**src/verilog/tmr_pkg.sv**
```systemverilog
package tmr_pkg;
  localparam int unsigned ADDR_W = 6;
  localparam logic [5:0] OFS_FLAGS     = 6'h20;
  localparam logic [5:0] OFS_MASK      = 6'h21;
  localparam logic [5:0] OFS_FORCE     = 6'h22;
  localparam logic [5:0] OFS_CAP_LO    = 6'h24;
  localparam logic [5:0] OFS_CAP_HI    = 6'h25;
  localparam logic [5:0] OFS_CMPB_LO   = 6'h28;
  localparam logic [5:0] OFS_CMPB_HI   = 6'h29;
  localparam logic [5:0] OFS_CMPA_LO   = 6'h2a;
  localparam logic [5:0] OFS_CMPA_HI   = 6'h2b;
  localparam logic [5:0] OFS_CNT_LO    = 6'h2c;
  localparam logic [5:0] OFS_CNT_HI    = 6'h2d;
  localparam logic [5:0] OFS_CTRL2     = 6'h2e;
  localparam logic [5:0] OFS_CTRL1     = 6'h2f;
  localparam logic [7:0] CTRL1_RST     = 8'h00;
  localparam logic [7:0] CTRL1_RMASK   = 8'hf3;
  localparam logic [7:0] CTRL2_RMASK   = 8'hd8;
  localparam int unsigned BIT_ACT_A    = 6;
  localparam int unsigned BIT_ACT_B    = 4;
  localparam int unsigned BIT_NC_EN    = 7;
  localparam int unsigned BIT_EDGE     = 6;
  localparam int unsigned BIT_WGM_HI   = 3;
  localparam int unsigned BIT_CAP_FLAG = 5;
  localparam int unsigned BIT_OVF_FLAG = 0;
  localparam int unsigned BIT_FORCE_A  = 7;
  localparam int unsigned BIT_FORCE_B  = 6;
  localparam int unsigned NC_DEPTH     = 4;
  localparam logic [3:0] WGM_NORMAL    = 4'h0;
  localparam logic [3:0] WGM_CTC_A     = 4'h4;
  localparam logic [3:0] WGM_FAST_8    = 4'h5;
  localparam logic [3:0] WGM_FAST_9    = 4'h6;
  localparam logic [3:0] WGM_FAST_10   = 4'h7;
  localparam logic [3:0] WGM_CTC_CAP   = 4'hc;
  localparam logic [3:0] WGM_FAST_CAP  = 4'he;
  localparam logic [3:0] WGM_FAST_A    = 4'hf;
  localparam logic [15:0] TOP_8        = 16'h00ff;
  localparam logic [15:0] TOP_9        = 16'h01ff;
  localparam logic [15:0] TOP_10       = 16'h03ff;
  localparam logic [15:0] TOP_MAX      = 16'hffff;
  localparam logic [1:0] ACT_OFF       = 2'h0;
  localparam logic [1:0] ACT_TOGGLE    = 2'h1;
  localparam logic [1:0] ACT_LOW       = 2'h2;
  localparam logic [1:0] ACT_HIGH      = 2'h3;

  typedef struct packed {
    logic [5:0] addr;
    logic [7:0] wdata;
    logic       wr;
    logic       rd;
  } tmr_bus_s;
endpackage

```
**src/verilog/tmr_timer16.sv**
```systemverilog
`timescale 1ns/1ps
module tmr_timer16
(
  input  wire logic           clock,
  input  wire logic           nrst,
  input  tmr_pkg::tmr_bus_s   bus_req,
  output logic [7:0]          bus_rdata,
  input  wire logic           timer_tick,
  input  wire logic           capture_pin,
  input  wire logic           comparator_output,
  input  wire logic           comparator_capture_select,
  input  wire logic           capture_irq_ack,
  input  wire logic           overflow_irq_ack,
  output logic                capture_irq,
  output logic                overflow_irq,
  output logic                wave_out_a,
  output logic                wave_out_b,
  output logic                wave_ovr_a,
  output logic                wave_ovr_b
);
  import tmr_pkg::*;

  logic [1:0]  sync_pin_reg, sync_cmp_reg;
  logic [NC_DEPTH-1:0] nc_reg, nc_next;
  logic        filt_reg, filt_next, prev_reg, prev_next;
  logic [7:0]  ctrl1_reg, ctrl1_next, ctrl2_reg, ctrl2_next, temp_reg, temp_next;
  logic [15:0] cnt_reg, cnt_next, cmpa_reg, cmpa_next, cmpb_reg, cmpb_next;
  logic [15:0] cap_reg, cap_next;
  logic        capf_reg, capf_next, ovf_reg, ovf_next, capie_reg, capie_next;
  logic        ovie_reg, ovie_next;
  logic [1:0]  wave_reg, wave_next;
  logic [7:0]  rdata_reg, rdata_next;
  logic [3:0]  wgm;
  logic [15:0] top;
  logic        fast_pwm, non_pwm, cap_is_top, clr_at_top, src, sample, cap_edge;
  logic        at_top, wr_lo, wr;
  logic [1:0]  act [2];
  logic [1:0]  match, force_ch;
  logic [15:0] cmp [2];

  // Two-stage synchronizers on both capture sources
  always_ff @(posedge clock or negedge nrst) begin
    if (!nrst) begin
      sync_pin_reg <= 2'h0;
      sync_cmp_reg <= 2'h0;
    end else begin
      sync_pin_reg <= {sync_pin_reg[0], capture_pin};
      sync_cmp_reg <= {sync_cmp_reg[0], comparator_output};
    end
  end

  always_comb begin
    wgm        = {ctrl2_reg[BIT_WGM_HI+1:BIT_WGM_HI], ctrl1_reg[1:0]};
    fast_pwm   = (wgm == WGM_FAST_8) || (wgm == WGM_FAST_9) || (wgm == WGM_FAST_10) ||
                 (wgm == WGM_FAST_CAP) || (wgm == WGM_FAST_A);
    non_pwm    = (wgm == WGM_NORMAL) || (wgm == WGM_CTC_A) || (wgm == WGM_CTC_CAP);
    cap_is_top = (wgm == WGM_CTC_CAP) || (wgm == WGM_FAST_CAP);
    clr_at_top = fast_pwm || (wgm == WGM_CTC_A) || (wgm == WGM_CTC_CAP);
    case (wgm)
      WGM_CTC_A, WGM_FAST_A:     top = cmpa_reg;
      WGM_CTC_CAP, WGM_FAST_CAP: top = cap_reg;
      WGM_FAST_8:                top = TOP_8;
      WGM_FAST_9:                top = TOP_9;
      WGM_FAST_10:               top = TOP_10;
      default:                   top = TOP_MAX;
    endcase
    at_top   = clr_at_top ? (cnt_reg == top) : (cnt_reg == TOP_MAX);
    src      = comparator_capture_select ? sync_cmp_reg[1] : sync_pin_reg[1];
    sample   = src;
    act[0]   = ctrl1_reg[BIT_ACT_A+1:BIT_ACT_A];
    act[1]   = ctrl1_reg[BIT_ACT_B+1:BIT_ACT_B];
    cmp[0]   = cmpa_reg;
    cmp[1]   = cmpb_reg;
    wr       = bus_req.wr;
    force_ch = {bus_req.wdata[BIT_FORCE_B], bus_req.wdata[BIT_FORCE_A]} &
               {2{wr && (bus_req.addr == OFS_FORCE) && non_pwm}};
  end

  // Per-channel compare match on counting cycles
  for (genvar ch = 0; ch < 2; ch++) begin : g_match
    assign match[ch] = timer_tick && (cnt_reg == cmp[ch]);
  end

  always_comb begin
    nc_next    = {nc_reg[NC_DEPTH-2:0], sample};
    filt_next  = filt_reg;
    if (!ctrl2_reg[BIT_NC_EN]) begin
      filt_next = sample;
    end else if (&nc_reg) begin
      filt_next = 1'b1;
    end else if (~|nc_reg) begin
      filt_next = 1'b0;
    end
    prev_next  = filt_reg;
    cap_edge   = !cap_is_top && (ctrl2_reg[BIT_EDGE] ? (filt_reg && !prev_reg)
                                                     : (!filt_reg && prev_reg));
    ctrl1_next = ctrl1_reg;
    ctrl2_next = ctrl2_reg;
    temp_next  = temp_reg;
    cnt_next   = cnt_reg;
    cmpa_next  = cmpa_reg;
    cmpb_next  = cmpb_reg;
    cap_next   = cap_reg;
    capie_next = capie_reg;
    ovie_next  = ovie_reg;
    capf_next  = capf_reg;
    ovf_next   = ovf_reg;
    rdata_next = rdata_reg;
    wave_next  = wave_reg;
    wr_lo      = 1'b0;

    if (timer_tick) begin
      cnt_next = at_top ? 16'h0000 : cnt_reg + 16'h0001;
    end

    if (capture_irq_ack || (wr && bus_req.addr == OFS_FLAGS && bus_req.wdata[BIT_CAP_FLAG])) begin
      capf_next = 1'b0;
    end
    if (overflow_irq_ack || (wr && bus_req.addr == OFS_FLAGS && bus_req.wdata[BIT_OVF_FLAG])) begin
      ovf_next = 1'b0;
    end

    if (wr) begin
      case (bus_req.addr)
        OFS_CTRL1:   ctrl1_next = bus_req.wdata & CTRL1_RMASK;
        OFS_CTRL2:   ctrl2_next = bus_req.wdata & CTRL2_RMASK;
        OFS_MASK: begin
          capie_next = bus_req.wdata[BIT_CAP_FLAG];
          ovie_next  = bus_req.wdata[BIT_OVF_FLAG];
        end
        OFS_CNT_HI, OFS_CMPA_HI, OFS_CMPB_HI, OFS_CAP_HI: temp_next = bus_req.wdata;
        OFS_CNT_LO: begin
          cnt_next = {temp_reg, bus_req.wdata};
          wr_lo    = 1'b1;
        end
        OFS_CMPA_LO: cmpa_next = {temp_reg, bus_req.wdata};
        OFS_CMPB_LO: cmpb_next = {temp_reg, bus_req.wdata};
        OFS_CAP_LO: begin
          if (cap_is_top) begin
            cap_next = {temp_reg, bus_req.wdata};
          end
        end
        default: ;
      endcase
    end

    // Set beats clear in the same cycle
    if (timer_tick && at_top && !wr_lo && ((wgm == WGM_NORMAL) || fast_pwm)) begin
      ovf_next = 1'b1;
    end
    if (cap_edge) begin
      cap_next  = cnt_reg;
      capf_next = 1'b1;
    end

    if (bus_req.rd) begin
      case (bus_req.addr)
        OFS_CTRL1:   rdata_next = ctrl1_reg;
        OFS_CTRL2:   rdata_next = ctrl2_reg;
        OFS_FLAGS:   rdata_next = {2'h0, capf_reg, 4'h0, ovf_reg};
        OFS_MASK:    rdata_next = {2'h0, capie_reg, 4'h0, ovie_reg};
        OFS_CNT_LO: begin
          rdata_next = cnt_reg[7:0];
          temp_next  = cnt_reg[15:8];
        end
        OFS_CAP_LO: begin
          rdata_next = cap_reg[7:0];
          temp_next  = cap_reg[15:8];
        end
        OFS_CNT_HI, OFS_CAP_HI: rdata_next = temp_reg;
        OFS_CMPA_LO: rdata_next = cmpa_reg[7:0];
        OFS_CMPA_HI: rdata_next = cmpa_reg[15:8];
        OFS_CMPB_LO: rdata_next = cmpb_reg[7:0];
        OFS_CMPB_HI: rdata_next = cmpb_reg[15:8];
        default:     rdata_next = 8'h00;
      endcase
    end

    for (int ch = 0; ch < 2; ch++) begin
      if (non_pwm && (match[ch] || force_ch[ch])) begin
        case (act[ch])
          ACT_TOGGLE: wave_next[ch] = !wave_reg[ch];
          ACT_LOW:    wave_next[ch] = 1'b0;
          ACT_HIGH:   wave_next[ch] = 1'b1;
          default:    wave_next[ch] = wave_reg[ch];
        endcase
      end else if (fast_pwm) begin
        if (timer_tick && at_top && act[ch][1]) begin
          wave_next[ch] = (act[ch] == ACT_LOW);
        end else if (match[ch] && act[ch][1] && (cmp[ch] != top)) begin
          wave_next[ch] = (act[ch] == ACT_HIGH);
        end else if (match[ch] && ch == 0 && act[ch] == ACT_TOGGLE && wgm[3]) begin
          wave_next[ch] = !wave_reg[ch];
        end
      end
    end
  end

  always_ff @(posedge clock or negedge nrst) begin
    if (!nrst) begin
      nc_reg    <= '0;
      filt_reg  <= 1'b0;
      prev_reg  <= 1'b0;
      ctrl1_reg <= CTRL1_RST;
      ctrl2_reg <= 8'h00;
      temp_reg  <= 8'h00;
      cnt_reg   <= 16'h0000;
      cmpa_reg  <= 16'h0000;
      cmpb_reg  <= 16'h0000;
      cap_reg   <= 16'h0000;
      capie_reg <= 1'b0;
      ovie_reg  <= 1'b0;
      capf_reg  <= 1'b0;
      ovf_reg   <= 1'b0;
      rdata_reg <= 8'h00;
      wave_reg  <= 2'h0;
    end else begin
      nc_reg    <= nc_next;
      filt_reg  <= filt_next;
      prev_reg  <= prev_next;
      ctrl1_reg <= ctrl1_next;
      ctrl2_reg <= ctrl2_next;
      temp_reg  <= temp_next;
      cnt_reg   <= cnt_next;
      cmpa_reg  <= cmpa_next;
      cmpb_reg  <= cmpb_next;
      cap_reg   <= cap_next;
      capie_reg <= capie_next;
      ovie_reg  <= ovie_next;
      capf_reg  <= capf_next;
      ovf_reg   <= ovf_next;
      rdata_reg <= rdata_next;
      wave_reg  <= wave_next;
    end
  end

  always_comb begin
    bus_rdata    = rdata_reg;
    capture_irq  = capf_reg && capie_reg;
    overflow_irq = ovf_reg && ovie_reg;
    wave_out_a   = wave_reg[0];
    wave_out_b   = wave_reg[1];
    wave_ovr_a   = (act[0] != ACT_OFF) &&
                   !(fast_pwm && act[0] == ACT_TOGGLE && !wgm[3]);
    wave_ovr_b   = (act[1] != ACT_OFF) && !(fast_pwm && act[1] == ACT_TOGGLE);
  end
endmodule
```
**config.mk**
```make
export PLATFORM = sky130hd
export DESIGN_NAME = tmr_timer16
export DESIGN_NICKNAME = d
export VERILOG_FILES = /design/src/verilog/tmr_pkg.sv /design/src/verilog/tmr_timer16.sv
export SDC_FILE = /design/constraint.sdc
export NUM_CORES = 1
export LEC_CHECK = 0
export ABC_AREA = 1
export BUFFER_PORTS_ARGS = -buffer_cell sky130_fd_sc_hd__buf_2
export CAP_MARGIN = 20
export CORE_MARGIN = 1
export CORE_UTILIZATION = 35
export CTS_CLUSTER_SIZE = 20
export DETAILED_ROUTE_END_ITERATION = 8
export GPL_ROUTABILITY_DRIVEN = 0
export SYNTH_ARGS = -nofsm -noshare
export SYNTH_HDL_FRONTEND = slang
export SYNTH_SLANG_ARGS = --single-unit
```
**constraint.sdc**
```tcl
create_clock -name clock -period 5 [get_ports clock]
set_input_delay 0.25 -clock clock [delete_from_list [all_inputs] [get_ports clock]]
set_output_delay 0.25 -clock clock [all_outputs]
set_load 0.02 [all_outputs]
```
== Word-level counts from Yosys, hierarchy flattened ==
Index checks and enable logic that the tools add are counted.

* Equality and inequality tests: 35
* Add/sub/neg operators: 1
* Bitwise operators: 1
* Reductions and logical operators: 79
* Mux-type cells: 37

{| class="wikitable"
|+ Operators by type and width
! kind !! count
|-
| 16-bit 2-to-1 mux || 8
|-
| 8-bit case mux with 11 select lines || 1
|-
| 16-bit case mux with 5 select lines || 1
|-
| 6-bit equality test, second input constant || 13
|-
| 16-bit equality test || 3
|-
| 16-bit != test || 2
|-
| 1-bit logical AND || 30
|-
| 8-bit 2-to-1 mux || 3
|-
| 1-bit 2-to-1 mux || 21
|-
| 2-bit nonzero test || 9
|-
| 16-bit by 1-bit adder with 16-bit output, second input constant || 1
|-
| 16-bit equality test, second input constant || 1
|-
| 4-bit by 3-bit equality test with 1-bit output, second input constant || 4
|-
| 8-bit case mux with 2 select lines || 1
|-
| 1-bit logical OR || 14
|-
| 4-bit equality test, second input constant || 3
|-
| 2-bit AND reduction || 5
|-
| 1-bit zero test || 9
|-
| 3-bit AND reduction || 3
|-
| 2-bit equality test, second input constant || 4
|-
| 4-bit by 1-bit != test with 1-bit output, second input constant || 2
|-
| 4-bit OR reduction || 2
|-
| 1-bit case mux with 3 select lines || 2
|-
| 2-bit OR reduction || 3
|-
| 7 further kinds || 8
|}

* Bits of input ports: 24
* Output and inout port bits: 14
* Word-level logic and storage cells: 172
* Flip-flop bits (word level): 106

== Depth between registers and ports, before layout ==
Gate-level depths: netlist (run 1).

* Word-level depth: 13
* Mapped depth: 20
* Gate-level depth less buffers: 20

== Worst setup path after synthesis (run 1) ==
OpenSTA, ideal clock, no wires.

* Path type: reg2reg
* Start: register ctrl2_reg[4]
* End: register wave_reg[1]
* Data required time: 4877 ps
* Period minus slack after synthesis: 2050 ps
* Path slack: 2950 ps
* Library setup time: 123 ps
* Stages on the path, launching flop included: 20
* Data arrival time: 1927 ps
* Cell sequence: dfrtp_1 -> nand2_2 -> inv_2 -> nand2_4 -> nand2_4 -> buf_6 -> nand2_1 -> nand3_1 -> nand2_1 -> nand2_1 -> nor2_1 -> nand2_1 -> nor2_2 -> nand3_2 -> clkinv_2 -> nand2_1 -> nand3_1 -> nand2_1 -> nand2_1 -> nand2_1

* Cells in the longest elaborated chain, start to end: 13

{| class="wikitable"
|+ RTL lines
! item !! line !! text
|-
| start: declaration || tmr_timer16.sv:26 || <nowiki>logic [7:0] ctrl1_reg, ctrl1_next, ctrl2_reg, ctrl2_next, temp_reg, temp_next;</nowiki>
|-
| start signal: assignment || tmr_timer16.sv:222 || <nowiki>ctrl2_reg <= ctrl2_next;</nowiki>
|-
| parallel branches: the longest is 13 deep, another holds 16-bit case mux with 5 select lines || -- ||
|-
| end signal: assignment || tmr_timer16.sv:233 || <nowiki>wave_reg <= wave_next;</nowiki>
|-
| end: declaration || tmr_timer16.sv:31 || <nowiki>logic [1:0] wave_reg, wave_next;</nowiki>
|}

Several ways; the timed one is not identified. The select of a mux whose other input is x is not followed.
A chain may end at the register's enable or synchronous reset.

== Worst setup path after layout (run 1) ==
Ends and elaborated chain as after synthesis.

==> flow_metrics.py, run 1 <==
metrics = {
    "run_status": {
        "status": "finished, violations left",
        "violations": "negative hold slack",
    },
    "final_layout": {
        "area_growth_pct": 10.50,
        "final_common_cell": "nand2_1",
        "nNetsFinal": 1051,
        "mostFrequentLayoutCells": "nand2_1, inv_1, dfrtp_1",
        "drive_gt1_frac": 0.08050,
        "diodes": 0,
        "fin_cells": 1296,
        "final_core_utilization": 0.3966,
    },
    "job": {
        "cap_violations": 0,
    },
    "clock_tree": {
        "cts_tree": "built",
        "clock_sinks": 106,
        "cts_root_buf": "clkbuf_16",
        "cts_resized": 0,
        "post-cts-setup-buffer-count": 0,
        "clk_path_buf_depth": 2,
        "cts_inserted_buffers": 9,
        "clk_pin_slew_ns": 0.09,
        "htree_levels": 3,
        "holdBufCountCts": 2,
        "insertion_delay_ns": 0.38,
    },
    "power_and_ir_drop": {
        "powerDensity_nw_per_um2": 409.5,
        "combPwrFrac": 0.333,
        "p_switching_uw": 1431,
        "vdd_drop_max_uv": 186.4,
        "p_seq_frac": 0.426,
        "leakagePower_uw": 0.003554,
        "clock_power_share": 0.241,
        "swShare": 0.4514,
        "p_int_uw": 1740,
    },
    "timing": {
        "relSlewSlack": 0.4053,
        "min_period_ns": 2.957,
        "finalSetupViolations": 0,
        "tightest_slew_ns": 0.8920,
        "slew_viol_final": 0,
        "fmax_mhz": 338.2,
        "finClkSkew_ns": 0.01618,
        "fin_ws_ns": 2.043,
        "fin_crit_sh": 0.5913,
        "hold_viol_final": 6,
        "setup_tns_ns": 0,
        "hold_slack_ns": -0.004965,
        "rsz0062_at_grt": "false",
    },
    "grt": {
        "grt_pass1_vias": 6733,
        "grt-ovfl-total": 0,
        "antenna_found_initial": 0,
        "track_usage": 0.2629,
        "grt_pass1_wl_um": 39760,
        "grt_max_degree": 70,
    },
    "synthesis": {
        "synth-simple-area-share": 0.3045,
        "syn_nets": 1035,
        "synth_top_family_by_area": "simple AND/OR/NAND/NOR gates",
        "synth_cell_types": 44,
        "syn_inst": 1010,
        "yosysSeqAreaShare": 0.3784,
        "synth_top_area_frac": 0.3784,
        "syn_area_per_cell_um2": 6.940,
        "ys_warn_count": 0,
        "netlist_area_um2": 7009,
        "synth.area.top_cells": "dfrtp_1, nand2_1, o21ai_0",
        "synth_largest_area_cell": "dfrtp_1",
        "synth_compound_area_frac": 0.1790,
        "synth.mux.area_fraction": 0.001607,
        "synthAdderAreaFrac": 0.001785,
        "ys_ff_latch": 106,
        "synth_xor_area_frac": 0.03999,
    },
    "critical_path": {
        "cp-start-kind": "flop",
        "path_cells": "a31oi_2 > nand3_1 > nand2_1 > nand2_1 > nor2_1 > nand3_1 > nor2_2 > nand3_2 > clkinv_2 > nand2_1 > nand3_1 > nand2_1 > nand2_1 > nand2_1",
        "cp.arrival_ns": 3.23,
        "worstSetupPathType": "reg -> reg",
        "end_kind": "flop",
        "cp_slowest_cell": "a31oi_2",
        "critPathRequiredTime_ns": 5.27,
        "cp_common_cell": "nand2_1",
        "cp_max_fo": 16,
        "cpPeakStageDelay_ns": 0.75,
    },
    "die": {
        "die_w_um": 143.5,
        "row_count": 51,
        "coreArea_um2": 19530,
        "chipHeight_um": 143.5,
        "initial_core_util": 0.3590,
        "dieArea_um2": 20600,
        "io_pins": 38,
    },
    "placed_design": {
        "portBuffers": 37,
        "dp_cells": 1278,
        "dp_hpwl_um": 19570,
        "place_ws_ns": 2.060,
    },
    "detailed_routing": {
        "viasPerCell": 5.644,
        "wirelength_um": 25690,
        "wl_per_cell_um": 19.82,
        "ant_nets": 0,
        "drtIter0Drc": 922,
        "route.detailed.drc": 0,
        "dr.pass1.iters": 6,
        "via_count": 7315,
    },
    "min_path": {
        "hp-class": "in -> async",
    },
}
## path summary, 6_finish.rpt
kind,depth (start not counted),to,slack (ns),startpoint
min,1,cap_reg[3]$_DFFE_PN0P_,-0.005,nrst
max in group asynchronous,2,cmpa_reg[13]$_DFFE_PN0P_,3.94,nrst
min in group clock,2,capf_reg$_DFFE_PN0P_,0.07,capture_irq_ack
min reg2reg,0,sync_pin_reg[1]$_DFF_PN0_,0.36,sync_pin_reg[0]$_DFF_PN0_
max,14,wave_reg[1]$_DFFE_PN0P_,2.04,ctrl2_reg[4]$_DFFE_PN0P_
max reg2reg,14,wave_reg[1]$_DFFE_PN0P_,2.04,ctrl2_reg[4]$_DFFE_PN0P_
## cells in the mapped netlist, drive strengths merged
| cell type | count |
|---|---|
| mux2 | 1 |
| nand2 | 282 |
| o211ai | 18 |
| o41ai | 3 |
| ha | 1 |
| o32ai | 1 |
| o2111ai | 4 |
| inv | 127 |
| o31ai | 8 |
| a31oi | 7 |
| nor4 | 9 |
| xnor2 | 4 |
| a21oi | 18 |
| nand3 | 46 |
| a221oi | 3 |
| nor3b | 2 |
| xor2 | 28 |
| clkbuf | 32 |
| o2bb2ai | 1 |
| buf | 9 |
| a22oi | 1 |
| nor3 | 14 |
| dfrtp | 106 |
| nand4 | 41 |
| a21o | 3 |
| nor2 | 96 |
| o221ai | 5 |
| o22ai | 38 |
| o21ai | 98 |
| nand3b | 3 |
| clkinv | 1 |
## worst max-delay path: cells and delay by family, from the launching register on
family	cells	cell delay [ns]
AOI/OAI and AO/OA	1	0.75
DFF	1	0.48
and+or+nand+nor	12	1.41
buffers and inverters	1	0.21
## per-layer routing
layer,vias to the layer above,GRT usage,wire [µm]
li1,3417,-,-
met1,3393,0.3661,11280
met2,421,0.3758,10550
met3,84,0.06298,2583
met4,0,0.1349,1284
met5,-,0,0
## cell type report
type | instances | area, µm²
timing repair buffer | 46 | 260.3
clock inverter | 7 | 91.34
clock buffer | 9 | 225.2
fill | 2088 | 11780
multi-input combinational | 735 | 3702
sequential | 106 | 2653
tap | 265 | 331.6
inverter | 128 | 481.7
## cells by family after synthesis
| kind of cell | Yosys count |
|---|---|
| and+or+nand+nor | 493 |
| buffers and inverters | 169 |
| DFF | 106 |
| AOI/OAI and AO/OA | 208 |
| muxes | 1 |
| xor gates and xnor gates | 32 |
| adders and majority gates | 1 |
## metrics by stage
stage / total power [µW] / hold WS, ns / area, µm²
after CTS: 3128 / 0.03720 / 7745
after floorplan: 1985 / -0.04559 / 7009
after global placement: 2372 / 0.3317 / 7408
after detailed placement: 2365 / 0.3372 / 7408
after global routing: 3340 / 0.06607 / 7745
final: 3171 / -0.004965 / 7745
## power groups by stage
| stage | logic, µW | registers [µW] | clock network (µW) |
|---|---|---|---|
| after floorplan | 810 | 1180 | 0 |
| after global placement | 1030 | 1340 | 0 |
| after detailed placement | 1020 | 1340 | 0 |
| after CTS | 1030 | 1330 | 771 |
| after global routing | 1170 | 1370 | 804 |
| final | 1060 | 1350 | 765 |
Power figures use the tool's default switching activity.
==> run 2, diff against run 1 <==
--- a/config.mk
+++ b/config.mk
@@ -5,7 +5,7 @@
 export SDC_FILE = /design/constraint.sdc
 export NUM_CORES = 1
 export LEC_CHECK = 0
-export ABC_AREA = 1
+export ABC_AREA = 0
 export BUFFER_PORTS_ARGS = -buffer_cell sky130_fd_sc_hd__buf_2
 export CAP_MARGIN = 20
 export CORE_MARGIN = 1
==> constraint.sdc (replaced) <==
create_clock -name clock -period 2.55 [get_ports clock]
set_input_delay 0.1275 -clock clock [delete_from_list [all_inputs] [get_ports clock]]
set_output_delay 0.1275 -clock clock [all_outputs]
set_load 0.02 [all_outputs]
==> run 2 against run 1 <==
Compared with the run above: the flow finishes with violations (negative setup slack); hold slack better by 0.019 ns; sequential power is 92% higher; final area is 18% higher; setup slack worse by 2.4 ns; count of clock-buffer cells in the layout stayed put; clock skew is 0.0044 ns lower; combinational power grew to 2.6 times the previous value; register-to-register slack worse by 2.4 ns; global-route usage is 0.97 points lower; flip-flop and latch count stayed put; critical path type unchanged; critical endpoint is now ovf_reg$_DFFE_PN0P_; largest power group is now combinational cells.
==> flow_metrics.py, run 2 <==
metrics = {
    "grt": {
        "busiest_layer": "met2",
        "grt_use_met1": 0.3408,
        "grt-ovfl-total": 0,
        "track_usage": 0.2532,
        "grt_use_met3": 0.05893,
        "met2_usage": 0.3983,
        "grt_pass1_vias": 6523,
        "grt_max_degree": 52,
        "grt_pass1_wl_um": 40000,
        "antenna_found_initial": 1,
    },
    "synthesis": {
        "ys_ff_latch": 106,
        "yosysSeqAreaShare": 0.3688,
        "syn_nets": 787,
        "synth_edf_count": 0,
        "yosys_most_used_dff": "dfrtp_1",
        "ys_warn_count": 0,
        "synth_cell_types": 70,
        "syn_area_per_cell_um2": 9.440,
        "syn_inst": 762,
        "netlist_area_um2": 7193,
        "synth_top_area_frac": 0.3688,
        "synth_largest_area_cell": "dfrtp_1",
        "synth_most_common_cell": "dfrtp_1",
        "ys_top_cells_by_count": "dfrtp_1, xor2_1, mux2_2",
        "ys_async_sr_fraction": 1.000,
        "synth.area.top_cells": "dfrtp_1, mux2_2, xor2_1",
    },
    "clock_tree": {
        "cts_inserted_buffers": 9,
        "clk_path_buf_depth": 2,
        "htree_levels": 3,
        "cts_tree": "built",
        "clock_sinks": 106,
        "cts_root_buf": "clkbuf_16",
        "clk_pin_slew_ns": 0.09,
        "insertion_delay_ns": 0.38,
    },
    "timing": {
        "hold_viol_final": 0,
        "finClkSkew_ns": 0.01183,
        "finalSetupViolations": 19,
        "setup_tns_ns": -5.369,
        "min_period_ns": 2.878,
        "rsz0062_at_grt": "true",
        "relSlewSlack": 0.5320,
        "fin_ws_ns": -0.3281,
        "slew_viol_final": 0,
        "fmax_mhz": 347.5,
        "tightest_slew_ns": 0.7020,
        "fin_crit_sh": 1.129,
    },
    "final_layout": {
        "nNetsFinal": 904,
        "multi_input_area_um2": 4443,
        "final_core_utilization": 0.4543,
        "area_growth_pct": 27.40,
        "mostFrequentLayoutCells": "buf_4, dfrtp_1, xor2_1",
        "fill_cells": 1937,
        "regArea_um2": 2656,
        "drive_gt1_frac": 0.3235,
        "final_common_cell": "buf_4",
    },
    "critical_path": {
        "cp.depth": 12,
        "cp_max_fo": 23,
        "cpPeakStageDelay_ns": 0.47,
        "cp-start-kind": "flop",
        "cp_common_cell": "buf_4",
        "worstSetupPathType": "reg -> reg",
        "crit_family": "simple AND/OR/NAND/NOR gates",
        "end_kind": "flop",
        "cp.arrival_ns": 3.20,
        "cp_num_buf_inv": 4,
        "critPathRequiredTime_ns": 2.87,
        "rr_worst_depth": 12,
        "cp_slowest_cell": "dfrtp_2",
        "path_cells": "buf_6 > and4b_1 > o31ai_1 > xor2_1 > nor3_1 > nand4_1 > buf_4 > nor3_4 > buf_4 > buf_8 > nand3_1 > nand2_1",
    },
    "detailed_routing": {
        "route.detailed.drc": 0,
        "dr.pass1.iters": 8,
        "drtIter0Drc": 634,
        "wl_per_cell_um": 22.91,
        "wirelength_um": 26470,
        "via_count": 6788,
        "viasPerCell": 5.877,
        "ant_nets": 0,
    },
    "die": {
        "chipHeight_um": 145.4,
        "row_count": 52,
        "initial_core_util": 0.3566,
        "die_w_um": 145.4,
        "io_pins": 38,
        "coreArea_um2": 20170,
        "dieArea_um2": 21130,
    },
    "run_status": {
        "status": "finished, violations left",
        "violations": "negative setup slack",
    },
    "power_and_ir_drop": {
        "vdd_drop_max_uv": 327.2,
        "powerDensity_nw_per_um2": 749.3,
        "leakagePower_uw": 0.004123,
    },
    "job": {
        "cap_violations": 0,
    },
    "min_path": {
        "hp-class": "in -> reg",
        "min_path_cells": 2,
    },
    "placed_design": {
        "dp_hpwl_um": 19580,
        "portBuffers": 37,
    },
}
[run 2: changes by cell type in the layout (fill, tap and decap cells not counted), moves of 14 or more]
| cell | previous run | this run |
|---|---|---|
| mux2_2 | 1 | 50 |
| xnor2_1 | 4 | 18 |
| mux2i_1 | 0 | 31 |
| a21oi_1 | 18 | 39 |
| inv_1 | 123 | 22 |
| o211ai_1 | 18 | 4 |
| nand4_1 | 41 | 12 |
| buf_4 | 8 | 122 |
| o21ai_0 | 94 | 19 |
| nand3_1 | 44 | 15 |
| nor2_1 | 91 | 41 |
| o22ai_1 | 38 | 12 |
| nand2_1 | 276 | 44 |
| xor2_1 | 28 | 57 |
[run 2: cell type report]
| cell class | instances | share of cell area |
|---|---|---|
| inverter | 24 | 0.009831 |
| timing repair buffer | 174 | 0.1438 |
| sequential | 106 | 0.2899 |
| clock inverter | 7 | 0.009967 |
| clock buffer | 9 | 0.02458 |
| antenna | 1 | 0.0002731 |
| tap | 270 | 0.03687 |
| multi-input combinational | 564 | 0.4848 |
[run 2: kinds of logic after synthesis]
| logic type | synth area share |
|---|---|
| adders and majority gates | 0.001739 |
| DFF | 0.3688 |
| xor gates and xnor gates | 0.09376 |
| AOI/OAI and AO/OA | 0.1693 |
| buffers and inverters | 0.05236 |
| muxes | 0.1402 |
| and+or+nand+nor | 0.1739 |
[run 2: report_power, final]
group / internal, µW / switching (µW) / leakage (µW) / total, µW
logic: 1330 / 1450 / 0.00263 / 2780
clock network: 712 / 789 / 0.000154 / 1500
registers: 2020 / 566 / 0.00134 / 2590
total: 4060 / 2810 / 0.00412 / 6870
[run 2: per-layer routing]
metal,part of all wire,vias to the layer above,wire length [µm]
li1,-,3025,-
met1,0.42,3362,11180
met2,0.46,324,12160
met3,0.084,77,2228
met4,0.034,0,896
met5,0,-,0
[run 2: through the flow]
| step | hold slack [ns] | power (µW) | cells | worst slack, ns | cell area, µm² |
|---|---|---|---|---|---|
| after floorplan | -0.1681 | 3931 | 762 | -0.1458 | 7274 |
| after global placement | 0.2087 | 5109 | 1128 | -0.3751 | 8518 |
| after global routing | 0.009712 | 7179 | 1154 | -0.4207 | 9161 |
| after CTS | 0.001346 | 6738 | 1151 | -0.2684 | 9001 |
| final | 0.01363 | 6866 | 1155 | -0.3281 | 9164 |
| after detailed placement | 0.2301 | 5141 | 1128 | -0.4322 | 8518 |
[run 2: final timing paths]
path,slack [ns],from,endpoint
min reg2reg,0.36,sync_pin_reg[0]$_DFF_PN0_,sync_pin_reg[1]$_DFF_PN0_
max,-0.33,ctrl1_reg[0]$_DFFE_PN0P_,ovf_reg$_DFFE_PN0P_
min,0.01,comparator_capture_select,nc_reg[0]$_DFF_PN0_
max in group asynchronous,1.45,nrst,cmpb_reg[7]$_DFFE_PN0P_
max reg2reg,-0.33,ctrl1_reg[0]$_DFFE_PN0P_,ovf_reg$_DFFE_PN0P_
min in group asynchronous,0.33,nrst,cmpa_reg[9]$_DFFE_PN0P_
[run 2: timing repair]
action,in CTS,in global routing
hold buffers,4,1
resized for setup,25,25
buffers inserted,3,3
endpoints found under the setup margin,19,19
pin swaps,21,10
cloned,0,0
endpoints found under the hold margin,52,1
